$ cat src/sep_pkg.sv
// shared constants and types of the serial eeprom command port
package sep_pkg;
  // timing
  localparam int CLK_NS = 4;
  localparam int T_CSL_NS = 250;
  localparam int T_CSL_CYC = (T_CSL_NS + CLK_NS - 1) / CLK_NS;
  localparam int PROG_TIME_NS = 4000000;
  // array shape
  localparam int MEM_WORDS = 128;
  localparam int ADDR_W_X8 = 9;
  localparam int ADDR_W_X16 = 8;
  localparam int DATA_W_X8 = 8;
  localparam int DATA_W_X16 = 16;
  // opcodes after the start bit
  localparam logic [1:0] OPC_SPECIAL = 2'h0;
  localparam logic [1:0] OPC_WRITE = 2'h1;
  localparam logic [1:0] OPC_READ = 2'h2;
  localparam logic [1:0] OPC_ERASE = 2'h3;
  // sub codes in the top address bits of the special opcode
  localparam logic [1:0] SUB_DISABLE = 2'h0;
  localparam logic [1:0] SUB_WRALL = 2'h1;
  localparam logic [1:0] SUB_ERALL = 2'h2;
  localparam logic [1:0] SUB_ENABLE = 2'h3;
  // organisation modes
  localparam logic [1:0] ORG_PIN = 2'h0;
  localparam logic [1:0] ORG_X8 = 2'h1;
  localparam logic [1:0] ORG_X16 = 2'h2;
  // pin indices
  localparam int PIN_CS = 0;
  localparam int PIN_SCLK = 1;
  localparam int PIN_DI = 2;
  localparam int PIN_ORG = 3;
  localparam int NUM_PINS = 4;

  typedef struct packed {
    logic level;
    logic rise;
    logic fall;
  } sep_pin_t;

  typedef struct packed {
    logic en;
    logic [6:0] addr;
    logic [1:0] be;
    logic [15:0] data;
  } sep_wr_t;

  typedef struct packed {
    logic all;
    logic [6:0] addr;
    logic [1:0] be;
    logic [15:0] data;
  } sep_req_t;
endpackage

$ cat src/sep_pin_sync.sv
// three-stage pin synchroniser with agreement filter and edge pulses
`timescale 1ns/1ps
`default_nettype none
module sep_pin_sync
  import sep_pkg::*;
(
  // clocking
  input wire logic clk,
  input wire logic rst,
  input wire logic ce,
  // pin and result
  input wire logic pin,
  output var sep_pin_t ev
);
  logic s1, s2, s3;
  logic next_lvl;
  sep_pin_t next_ev;

  // level changes only once stages two and three agree
  always_comb begin
    next_lvl = (s2 == s3) ? s3 : ev.level;
    next_ev.level = next_lvl;
    next_ev.rise = next_lvl & ~ev.level;
    next_ev.fall = ~next_lvl & ev.level;
  end

  // register chain and filtered level
  always_ff @(posedge clk) begin
    if (rst) begin
      s1 <= 1'b0;
      s2 <= 1'b0;
      s3 <= 1'b0;
      ev <= '0;
    end else if (ce) begin
      s1 <= pin;
      s2 <= s1;
      s3 <= s2;
      ev <= next_ev;
    end
  end
endmodule
`default_nettype wire

$ cat src/sep_mem.sv
// word array with byte lanes and registered read data
`timescale 1ns/1ps
`default_nettype none
module sep_mem
  import sep_pkg::*;
#(
  parameter int WORDS = MEM_WORDS
) (
  // clocking
  input wire logic clk,
  input wire logic ce,
  // write port
  input wire sep_wr_t wr,
  // read port
  input wire logic rd_en,
  input wire logic [6:0] rd_addr,
  output logic [15:0] rd_data
);
  logic [15:0] mem [WORDS];

  // byte-lane write and registered read
  always_ff @(posedge clk) begin
    if (ce) begin
      if (wr.en && wr.be[0]) begin
        mem[wr.addr][7:0] <= wr.data[7:0];
      end
      if (wr.en && wr.be[1]) begin
        mem[wr.addr][15:8] <= wr.data[15:8];
      end
      if (rd_en) begin
        rd_data <= mem[rd_addr];
      end
    end
  end
endmodule
`default_nettype wire

$ cat src/sep_core.sv
// serial eeprom command port: decoder, read stream and self-timed programming
`timescale 1ns/1ps
`default_nettype none
// Functional notes
// RQ1 - after reset programming is disabled; erase and write refused until enabled
// RQ2 - enable state holds across instructions until a disable instruction
// RQ3 - read behaves the same whether programming is enabled or not
// RQ4 - read sends one dummy zero, then an 8 or 16 bit word
// RQ5 - read output bits change on serial clock rising edges
// RQ6 - with select held high, read continues into the next word
// RQ7 - host shifts exactly one data word after write opcode and address
// RQ8 - low-voltage starts programming on select fall, fixed supply on last clock
// RQ9 - select raised after 250 ns low shows busy 0, ready 1
// RQ10 - after completion a start bit then select low removes the status
// RQ11 - write-all fills every location, only when programming is enabled
// RQ12 - a started programming cycle finishes without serial clocks
// RQ13 - select low goes to standby, but a running cycle still completes
// RQ14 - host keeps select low at least 250 ns between instructions
// RQ15 - select low holds the decoder in reset and ignores the clock
// RQ16 - opcode, address and data are sampled on the rising serial clock
// RQ17 - serial clock may pause at either level and resume
// RQ18 - before a start bit any number of clocks changes nothing
// RQ19 - after execution clock and data are ignored until a new start
// RQ20 - select low throughout keeps output off; a later check reads ready
// RQ21 - width select high gives 16-bit words, low 8-bit; fixed variants exist
// RQ22 - host should disable programming after every programming operation; the bench sends one disable, after all its programming and a read
// RQ23 - start bit is select and data both high at a clock rising edge
// RQ24 - data output turns off on the falling edge of select
// RQ25 - opcodes and address widths follow the instruction table per width
module sep_core
  import sep_pkg::*;
#(
  parameter bit LOW_VOLTAGE = 1'b1,
  parameter logic [1:0] ORG_MODE = ORG_PIN,
  parameter int PROG_CYCLES = PROG_TIME_NS / CLK_NS
) (
  // system clock and control
  input wire logic CLK_SYS,
  input wire logic RESET,
  input wire logic CE,
  // serial pins
  input wire logic CS,
  input wire logic SCLK,
  input wire logic SERIAL_DATA_IN,
  input wire logic WORD_WIDTH_SELECT,
  output logic SERIAL_DATA_OUT,
  output logic SERIAL_DATA_OUT_OE,
  // status
  output logic PROG_BUSY,
  output logic PROG_ENABLED
);
  typedef enum {S_IDLE, S_OPC, S_ADDR, S_DATA, S_READ, S_DONE} sep_state_t;

  localparam logic [6:0] CSL_MAX = 7'(T_CSL_CYC);
  localparam logic [6:0] LAST_WORD = 7'(MEM_WORDS - 1);
  localparam logic [31:0] PROG_LAST = 32'(PROG_CYCLES - 1);

  // special sub code sits in the two top address bits
  function automatic logic [1:0] sub_code(input logic [8:0] a, input logic wide);
    sub_code = wide ? a[7:6] : a[8:7];
  endfunction

  sep_pin_t pin_ev [NUM_PINS];
  sep_pin_t cs, sclk, di, word_width_select;
  logic [NUM_PINS-1:0] pins;
  logic x16;
  logic [4:0] alen, dlen;
  logic [15:0] rd_data;
  logic [6:0] rd_waddr;
  logic cur_bit;

  // front-end registers
  sep_state_t st, next_st;
  logic [4:0] cnt, next_cnt;
  logic [1:0] opc, next_opc;
  logic [8:0] addr, next_addr;
  logic [15:0] data, next_data;
  logic en, next_en;
  logic pend, next_pend;
  logic clear_pend, next_clear_pend;
  logic status, next_status;
  logic show, next_show;
  logic [6:0] csl_cnt, next_csl_cnt;
  logic do_out, next_do_out;
  logic do_oe, next_do_oe;
  logic [7:0] rd_addr, next_rd_addr;
  logic [4:0] ridx, next_ridx;
  logic rd_en, next_rd_en;
  logic start, next_start;
  sep_req_t req, next_req;

  // programming registers
  logic busy, next_busy;
  logic [31:0] prog_cnt, next_prog_cnt;
  logic sweeping, next_sweeping;
  logic [6:0] sweep_addr, next_sweep_addr;
  sep_wr_t wr, next_wr;

  // pin synchronisers
  assign pins = {WORD_WIDTH_SELECT, SERIAL_DATA_IN, SCLK, CS};
  generate
    for (genvar i = 0; i < NUM_PINS; i++) begin : g_sync
      sep_pin_sync u_sync (
        .clk(CLK_SYS),
        .rst(RESET),
        .ce(CE),
        .pin(pins[i]),
        .ev(pin_ev[i])
      );
    end
  endgenerate
  assign cs = pin_ev[PIN_CS];
  assign sclk = pin_ev[PIN_SCLK];
  assign di = pin_ev[PIN_DI];
  assign word_width_select = pin_ev[PIN_ORG];

  // word organisation and field lengths
  assign x16 = (ORG_MODE == ORG_X16) || ((ORG_MODE == ORG_PIN) && word_width_select.level); // RQ21
  assign alen = x16 ? 5'(ADDR_W_X16) : 5'(ADDR_W_X8); // RQ25
  assign dlen = x16 ? 5'(DATA_W_X16) : 5'(DATA_W_X8);

  // read word and current output bit
  assign rd_waddr = x16 ? rd_addr[6:0] : rd_addr[7:1];
  assign cur_bit = x16 ? rd_data[ridx[3:0]] :
                   (rd_addr[0] ? rd_data[{1'b1, ridx[2:0]}] : rd_data[{1'b0, ridx[2:0]}]);

  sep_mem u_mem (
    .clk(CLK_SYS),
    .ce(CE),
    .wr(wr),
    .rd_en(rd_en),
    .rd_addr(rd_waddr),
    .rd_data(rd_data)
  );

  // instruction decoder, read stream and ready/busy output
  always_comb begin
    logic go;
    logic [8:0] full_addr;
    logic [15:0] full_data;
    go = 1'b0;
    full_addr = {addr[7:0], di.level};
    full_data = {data[14:0], di.level};
    next_st = st;
    next_cnt = cnt;
    next_opc = opc;
    next_addr = addr;
    next_data = data;
    next_en = en;
    next_pend = pend;
    next_clear_pend = clear_pend;
    next_status = status;
    next_show = show;
    next_csl_cnt = csl_cnt;
    next_do_out = do_out;
    next_do_oe = do_oe;
    next_rd_addr = rd_addr;
    next_ridx = ridx;
    next_rd_en = 1'b0;
    next_start = 1'b0;
    next_req = req;
    // select low time, saturating
    if (cs.level) begin
      next_csl_cnt = 7'h00;
    end else if (csl_cnt != CSL_MAX) begin
      next_csl_cnt = csl_cnt + 7'h01;
    end
    if (!cs.level) begin
      next_st = S_IDLE; // RQ15
      if (cs.fall) begin
        next_do_oe = 1'b0; // RQ24
        next_show = 1'b0;
        next_clear_pend = 1'b0;
        if (clear_pend) begin
          next_status = 1'b0; // RQ10
        end
        if (pend) begin
          next_start = 1'b1; // RQ8
          next_pend = 1'b0;
          next_status = 1'b1;
        end
      end
    end else begin
      if (cs.rise && status && csl_cnt == CSL_MAX) begin
        next_show = 1'b1; // RQ9
      end
      if (show) begin
        next_do_oe = 1'b1;
        next_do_out = ~busy; // RQ9 RQ20
      end
      if (sclk.rise) begin // RQ16 RQ17
        case (st)
          S_IDLE: begin
            if (di.level && !busy) begin // RQ23 RQ18
              next_st = S_OPC;
              next_cnt = 5'h00;
              if (status) begin
                next_clear_pend = 1'b1; // RQ10
              end
            end
          end
          S_OPC: begin
            next_opc = {opc[0], di.level};
            if (cnt == 5'h01) begin
              next_st = S_ADDR;
              next_cnt = 5'h00;
            end else begin
              next_cnt = cnt + 5'h01;
            end
          end
          S_ADDR: begin
            next_addr = full_addr;
            next_cnt = cnt + 5'h01;
            if (cnt == alen - 5'h01) begin
              next_cnt = 5'h00;
              next_st = S_DONE;
              next_req.all = 1'b0;
              next_req.addr = x16 ? full_addr[6:0] : full_addr[7:1];
              next_req.be = x16 ? 2'h3 : (full_addr[0] ? 2'h2 : 2'h1);
              next_req.data = 16'hffff;
              case (opc) // RQ25
                OPC_READ: begin
                  next_st = S_READ; // RQ3
                  next_show = 1'b0; // RQ4
                  next_do_oe = 1'b1;
                  next_do_out = 1'b0; // RQ4
                  next_rd_addr = x16 ? {1'b0, full_addr[6:0]} : full_addr[7:0];
                  next_rd_en = 1'b1;
                  next_ridx = dlen - 5'h01;
                end
                OPC_ERASE: go = 1'b1;
                OPC_WRITE: next_st = S_DATA;
                default: begin
                  case (sub_code(full_addr, x16))
                    SUB_ENABLE: next_en = 1'b1; // RQ2
                    SUB_DISABLE: next_en = 1'b0; // RQ2
                    SUB_ERALL: begin
                      next_req.all = 1'b1;
                      next_req.be = 2'h3;
                      go = 1'b1;
                    end
                    default: next_st = S_DATA;
                  endcase
                end
              endcase
            end
          end
          S_DATA: begin
            next_data = full_data;
            next_cnt = cnt + 5'h01;
            if (cnt == dlen - 5'h01) begin // RQ7
              next_st = S_DONE;
              go = 1'b1;
              next_req.data = x16 ? full_data : {full_data[7:0], full_data[7:0]};
              if (opc == OPC_SPECIAL) begin
                next_req.all = 1'b1; // RQ11
                next_req.be = 2'h3;
              end
            end
          end
          S_READ: begin
            next_do_out = cur_bit; // RQ5
            if (ridx == 5'h00) begin
              next_ridx = dlen - 5'h01; // RQ6
              next_rd_addr = x16 ? {1'b0, rd_addr[6:0] + 7'h01} : rd_addr + 8'h01;
              next_rd_en = 1'b1;
            end else begin
              next_ridx = ridx - 5'h01;
            end
          end
          S_DONE: next_st = S_DONE; // RQ19
          default: next_st = S_IDLE;
        endcase
      end
    end
    // refused without the enable latch
    if (go && en) begin // RQ1 RQ11
      if (LOW_VOLTAGE) begin
        next_pend = 1'b1; // RQ8
      end else begin
        next_start = 1'b1; // RQ8
        next_status = 1'b1;
      end
    end
  end

  // front-end state registers
  always_ff @(posedge CLK_SYS) begin
    if (RESET) begin
      st <= S_IDLE;
      cnt <= 5'h00;
      opc <= 2'h0;
      addr <= 9'h000;
      data <= 16'h0000;
      en <= 1'b0; // RQ1
      pend <= 1'b0;
      clear_pend <= 1'b0;
      status <= 1'b0;
      show <= 1'b0;
      csl_cnt <= 7'h00;
      do_out <= 1'b0;
      do_oe <= 1'b0;
      rd_addr <= 8'h00;
      ridx <= 5'h00;
      rd_en <= 1'b0;
      start <= 1'b0;
      req <= '0;
    end else if (CE) begin
      st <= next_st;
      cnt <= next_cnt;
      opc <= next_opc;
      addr <= next_addr;
      data <= next_data;
      en <= next_en;
      pend <= next_pend;
      clear_pend <= next_clear_pend;
      status <= next_status;
      show <= next_show;
      csl_cnt <= next_csl_cnt;
      do_out <= next_do_out;
      do_oe <= next_do_oe;
      rd_addr <= next_rd_addr;
      ridx <= next_ridx;
      rd_en <= next_rd_en;
      start <= next_start;
      req <= next_req;
    end
  end

  // self-timed erase and program cycle
  always_comb begin
    next_busy = busy;
    next_prog_cnt = prog_cnt;
    next_sweeping = sweeping;
    next_sweep_addr = sweep_addr;
    next_wr = '0;
    if (start && !busy) begin
      next_busy = 1'b1;
      next_prog_cnt = 32'h0000_0000;
      if (req.all) begin
        next_sweeping = 1'b1; // RQ11
        next_sweep_addr = 7'h00;
      end else begin
        next_wr = {1'b1, req.addr, req.be, req.data};
      end
    end else if (busy) begin
      if (sweeping) begin
        next_wr = {1'b1, sweep_addr, 2'h3, req.data}; // RQ11
        next_sweep_addr = sweep_addr + 7'h01;
        if (sweep_addr == LAST_WORD) begin
          next_sweeping = 1'b0;
        end
      end
      if (prog_cnt == PROG_LAST) begin // RQ12 RQ13
        next_busy = 1'b0;
      end else begin
        next_prog_cnt = prog_cnt + 32'h0000_0001;
      end
    end
  end

  // programming registers
  always_ff @(posedge CLK_SYS) begin
    if (RESET) begin
      busy <= 1'b0;
      prog_cnt <= 32'h0000_0000;
      sweeping <= 1'b0;
      sweep_addr <= 7'h00;
      wr <= '0;
    end else if (CE) begin
      busy <= next_busy;
      prog_cnt <= next_prog_cnt;
      sweeping <= next_sweeping;
      sweep_addr <= next_sweep_addr;
      wr <= next_wr;
    end
  end

  // outputs straight from registers
  assign SERIAL_DATA_OUT = do_out;
  assign SERIAL_DATA_OUT_OE = do_oe;
  assign PROG_BUSY = busy;
  assign PROG_ENABLED = en;
endmodule
`default_nettype wire

$ cat config.mk
export PLATFORM = sky130hd
export DESIGN_NAME = sep_core
export DESIGN_NICKNAME = d
export VERILOG_FILES = /design/src/sep_pkg.sv /design/src/sep_pin_sync.sv /design/src/sep_mem.sv /design/src/sep_core.sv
export SDC_FILE = /design/constraint.sdc
export NUM_CORES = 2
export LEC_CHECK = 0
export ABC_AREA = 1
export ABC_CLOCK_PERIOD_IN_PS = 3100
export BUFFER_PORTS_ARGS = -buffer_cell sky130_fd_sc_hd__buf_2
export CORE_MARGIN = 5
export CORE_UTILIZATION = 55
export CTS_CLUSTER_DIAMETER = 40
export DETAILED_ROUTE_END_ITERATION = 12
export PLACE_DENSITY = 0.7
export SYNTH_ARGS = -nofsm -noshare
export SYNTH_HDL_FRONTEND = slang
export SYNTH_SLANG_ARGS = --single-unit
$ cat constraint.sdc
create_clock -name CLK_SYS -period 3.1 [get_ports CLK_SYS]
set_input_delay 0.465 -clock CLK_SYS [delete_from_list [all_inputs] [get_ports CLK_SYS]]
set_output_delay 0.465 -clock CLK_SYS [all_outputs]
set_load 0.02 [all_outputs]
## Word-level counts from Yosys, hierarchy flattened

Memory sizes are Yosys's and may differ from the RTL's. A register that Yosys moved wholly into a read port is not among the register bits.
Index checks and enable logic that the tools add are counted.
Widths: inputs -> output; s select.

| word-level totals | value |
|---|---|
| output and inout bits | 4 |
| memories | 1 |
| logic and storage cells | 278 |
| memory bits (writable) | 2048 |
| input port bits | 7 |
| register bits | 203 |

| operators by class | value |
|---|---|
| eq/ne operators | 39 |
| reduce and logical (&&, ||, !) cells | 48 |
| muxes and demuxes | 122 |
| bitwise gates (word level) | 8 |
| $lt $le $gt $ge | 3 |
| $add $sub $neg | 9 |

Memory list:

| memory | depth | width | rd ports | clocked after Yosys merged registers in | write ports | RTL line | RTL |
|---|---|---|---|---|---|---|---|
| u_mem.mem | 128 | 16 | 1 | 1 | 1 | sep_mem.sv:19 | `logic [15:0] mem [WORDS];` |

Operators with widths:

| cell | number |
|---|---|
| $mux 32 | 9 |
| $pmux 32 s6 | 1 |
| $mux 26 | 5 |
| $eq 32x2->1 const B | 2 |
| $eq 32x3->1 const B | 2 |
| $mux 1 | 64 |
| $mux 7 | 8 |
| $mux 8 | 5 |
| $pmux 18 s2 | 1 |
| $mux 5 | 7 |
| $add 32x1->32 const B | 1 |
| $eq 32x1->1 const B | 1 |
| $eq 32x20->1 const B | 1 |
| $logic_not 32->1 | 1 |
| $reduce_and 7->1 | 4 |
| $ne 2x2->1 const B | 12 |
| $add 7x1->7 const B | 3 |
| $pmux 5 s4 | 1 |
| $reduce_and 4->1 | 5 |
| $mux 18 | 1 |
| $reduce_and 6->1 | 3 |
| $reduce_bool 2->1 | 9 |
| $mux 16 | 1 |
| $pmux 8 s2 | 1 |
| other kinds (35) | 81 |

## Longest topological paths before layout

| logic depth | value |
|---|---|
| depth in word-level cells | 11 |
| depth in mapped cells | 15 |
| depth with buffers taken out | 12 |

## By module

A second synthesis with hierarchy kept.

| second synthesis, totals | value |
|---|---|
| cell total of the unflattened synthesis | 8461 |
| area total of the unflattened synthesis | 93076.8 µm² |

By module, submodules not included:

| module | instances | seq. area each (µm²) | cells each | area each (µm²) |
|---|---|---|---|---|
| sep_mem | 1 | 61979.4 | 7041 | 83879.2 |
| sep_core | 1 | 3103.0 | 1304 | 8276.7 |
| sep_pin_sync | 4 | 120.1 | 29 | 230.2 |

## Worst setup path after synthesis

OpenSTA, ideal clock, no wires.

| path | value |
|---|---|
| path kind | flip-flop to flip-flop |
| start | register wr[0] (netlist name) |
| end | memory u_mem.mem[0][0] (data pin) |
| setup time | 0.529 ns |
| data required time | 2.571 ns |
| cell stages (with the launch flop) | 1 |
| period minus slack after synthesis | 2.368 ns |
| data arrival time | 1.839 ns |
| slack | 0.732 ns |
| buffers on the path | 0 |
| cell sequence | dfxtp_1 |

RTL lines:

| what | RTL line |
|---|---|
| to (decl) | sep_mem.sv:19 |

No word-level cell before the write port.

## Final worst setup path

| path | value |
|---|---|
| start | register rd_addr[0] |
| end | register u_mem.rd_data[0], read port of u_mem.mem (data pin) |

| between the ends | value |
|---|---|
| longest elaborated chain between the ends | 1 |

RTL lines:

| what | RTL line | RTL |
|---|---|---|
| from (decl) | sep_core.sv:86 | `logic [7:0] rd_addr, next_rd_addr;` |
| from (signal assigned) | sep_core.sv:322 | `rd_addr <= next_rd_addr;` |
| $mux 7 | sep_core.sv:123 | `assign rd_waddr = x16 ? rd_addr[6:0] : rd_addr[7:1];` |
| to (decl) | sep_mem.sv:17 | `output logic [15:0] rd_data` |

No other way between the ends.
A chain may end at the register's enable or synchronous reset.

==> results.py <==
metrics = {
    "outcome": {
        "outcome": "completed",
    },
    "power_and_ir_drop": {
        "power.density_nw_per_um2": 617,
        "p_leak_nw": 40.3,
        "max-vdd-ir-drop_mv": 0.653,
    },
    "die": {
        "start_util_pct": 55.4,
        "pin_count": 11,
        "dieArea_um2": 177000,
        "core_region_area_um2": 167000,
        "die_h_um": 421,
        "rows": 150,
        "die_x_um": 421,
    },
    "synthesis": {
        "synth_top_area_cell": "edfxtp_1",
        "syn_nets": 8341,
        "synth_edf_count": 2064,
        "avgSynthCellArea_um2": 11.1,
        "netlist_area_um2": 92800,
        "synth.area.top_cells": "edfxtp_1 (67%), nand3_1 (12%), nand2_1 (9.0%), dfxtp_1 (3.8%), buf_2 (2.1%)",
        "syn_inst": 8324,
        "synth_top_area_share_pct": 66.8,
        "synth-main-ff-cell": "edfxtp_1",
        "ys_seq_area_share_pct": 70.5,
        "synth-async-reset-ratio_pct": 0,
        "yosysWarnings": 0,
        "ys_ff_latch": 2238,
        "ys_types": 46,
    },
    "route": {
        "drc": 0,
        "drt_wl_total_um": 267000,
        "drtIter0Drc": 9566,
        "drt_pass1_iterations": 8,
        "routedWlPerCell_um": 24.4,
        "ant_nets": 0,
        "via_per_inst": 6.16,
        "num_vias": 67563,
    },
    "cells_and_area": {
        "final_layout_size_suffix_gt1_share_pct": 11.6,
        "layout_commonest_cell": "nand3_1",
        "layoutNonFillerInstCount": 10972,
        "stdcell_area_um2": 107000,
        "final_cell_mix": "nand3_1 (2,249), nand2_1 (2,224), edfxtp_1 (2,064), buf_4 (399), nor2_1 (339)",
        "final_core_util_pct": 64.1,
        "fin_nets": 8572,
        "area_growth_pct": 15.6,
        "fillCellCount": 12469,
    },
    "clock_tree": {
        "clk_pin_slew_ns": 0.06,
        "cts_tree": "built",
        "clock_latency_ns": 0.92,
        "clock_path_buffers": 4,
        "cts_sinks": 2238,
        "cts_inserted_buffers": 301,
        "postCtsSetupBuffers": 0,
        "cts_root_buf": "clkbuf_16",
        "htreeDepth": 5,
    },
    "placed_design": {
        "gp_congestion": 0.902,
        "port_buffers": 10,
        "dpl_worst_slack_ns": -0.0547,
        "place_area_um2": 97400,
        "hpwl_um": 156000,
        "dp_cells": 10450,
    },
    "global_routing": {
        "grt_usage_pct": 30.0,
        "antenna_found_initial": 5,
        "grt_start_max_net_pins": 120,
        "grt_pass1_wl_um": 401000,
        "gr-total-overflow": 0,
        "first_global_vias": 64336,
    },
    "timing": {
        "hold_viol": 0,
        "layout_min_cycle_time_ns": 3.02,
        "slew_headroom_pct": 2.45,
        "fmax_mhz": 332,
        "skew_ns": 0.0459,
        "finalSetupTns_ns": 0,
        "worst_pin_slew_ns": 1.46,
        "finalCritPeriodShare_pct": 97.3,
        "rsz0062_at_grt": "false",
        "finalMaxSlewViolations": 0,
        "setup_violations": 0,
        "timing.final.ws_setup_ns": 0.0840,
    },
    "setup_path": {
        "crit_type": "flop to flop",
        "path_max_fanout": 44,
        "end_kind": "flop",
        "cp.arrival_ns": 3.67,
        "crit_required_ns": 3.75,
        "cp-start-kind": "flop",
    },
    "worst_hold_path": {
        "hold_class": "input pin to flop",
    },
    "job": {
        "drv_cap": 0,
    },
}
-- final timing paths --
| check | startpoint | to | slack (ns) | cells after the start |
|---|---|---|---|---|
| hold / removal | RESET | req[13] | 0.18 | 4 |
| setup / recovery | rd_addr[0] | u_mem.rd_data[0] | 0.08 | 13 |
| hold reg to reg | req[15] | wr[15] | 0.43 | 2 |
| setup reg to reg | rd_addr[0] | u_mem.rd_data[0] | 0.08 | 13 |
-- worst max-delay path, stage by stage, from the launching register on --
cell and delay, ns:
dfxtp_1 0.42, inv_1 0.12, nand2_2 0.21, nand2_8 0.27, buf_12 0.29, buf_12 0.21
nand2_1 0.08, nand3_1 0.06, nand3_1 0.12, nand3_1 0.10, nand3_1 0.20, nand3_2 0.23
nand3_1 0.30, nand2_1 0.09
-- logic make-up after synthesis --
logic type	count (synthesis)	share of synthesized area (%)
adder cells (fa/ha/maj)	10	0.135
buffers and inverters	734	3.67
flip-flops	2238	70.5
AO/OA/AOI/OAI	322	1.85
XOR/XNOR	19	0.179
AND/OR/NAND/NOR	5001	23.6
-- registers in the layout, indices dropped and copies added, names as in the netlist, 5 cells and up --
register	cells
cnt	5
u_mem.rd_data	16
sweep_addr	7
wr	26
u_mem.mem	2048
csl_cnt	7
rd_addr	8
g_sync.u_sync.ev	7
ridx	5
prog_cnt	32
req	26
data	15
addr	8
-- layer usage --
metal / GRT usage, % / vias up / share of wire, %
met4: 13.3 / 4 / 4.8
li1: - / 30006 / -
met5: 0 / - / 0.010
met3: 6.35 / 772 / 11
met2: 47.5 / 4088 / 47
met1: 40.3 / 32693 / 37
-- synthesized netlist by cell type (3+ instances only) --
library cell,n
nor2_1,341
buf_4,27
inv_1,165
o21ai_0,136
xor2_1,14
clkbuf_1,111
and3_1,3
a21oi_1,134
nor3_1,113
or2_2,3
buf_1,24
nand3_1,2269
o211ai_1,3
buf_2,388
nand2_1,2225
nor3b_1,4
nand2_2,7
o21ai_1,4
nor3_2,5
a211oi_1,20
buf_6,8
ha_1,10
nand4_1,21
a31oi_1,12
dfxtp_1,174
inv_2,8
xnor2_1,5
edfxtp_1,2064
-- where the power goes --
| group | switching (mW) | internal, mW |
|---|---|---|
| registers | 0.0228 | 32.5 |
| clock network | 12.9 | 20.5 |
| logic | 0.258 | 0.0689 |
-- cell type report --
class                   count  area, um2  area share [%]
clock inverters           169       1730            1.61
repair buffers            485       4460            4.16
multi-input cells        5353      24200            22.6
clock buffers             345       7920            7.38
diodes                      2       5.00         0.00467
inverters                 176        683           0.637
flip-flops and latches   2238      65500            61.1
well taps                2204       2760            2.57
-- stage by stage --
step | hold WS, ns | total power [mW]
6_report | 0.183 | 66.2
5_1_grt | 0.214 | 67.9
4_1_cts | 0.131 | 66.4
3_5_place_dp | 0.438 | 33.4
3_3_place_gp | 0.433 | 33.4
2_1_floorplan | 0.424 | 33.3
-- what timing repair did --
item / CTS / global route
pin swaps: 0 / 1
gates cloned: 0 / 1
resized for setup: 5 / 24
setup endpoints to repair: 4 / 19
hold buffers: 5 / 0
endpoints found under the hold margin: 5 / 0
Note: power is estimated with default switching activity, not from simulation.
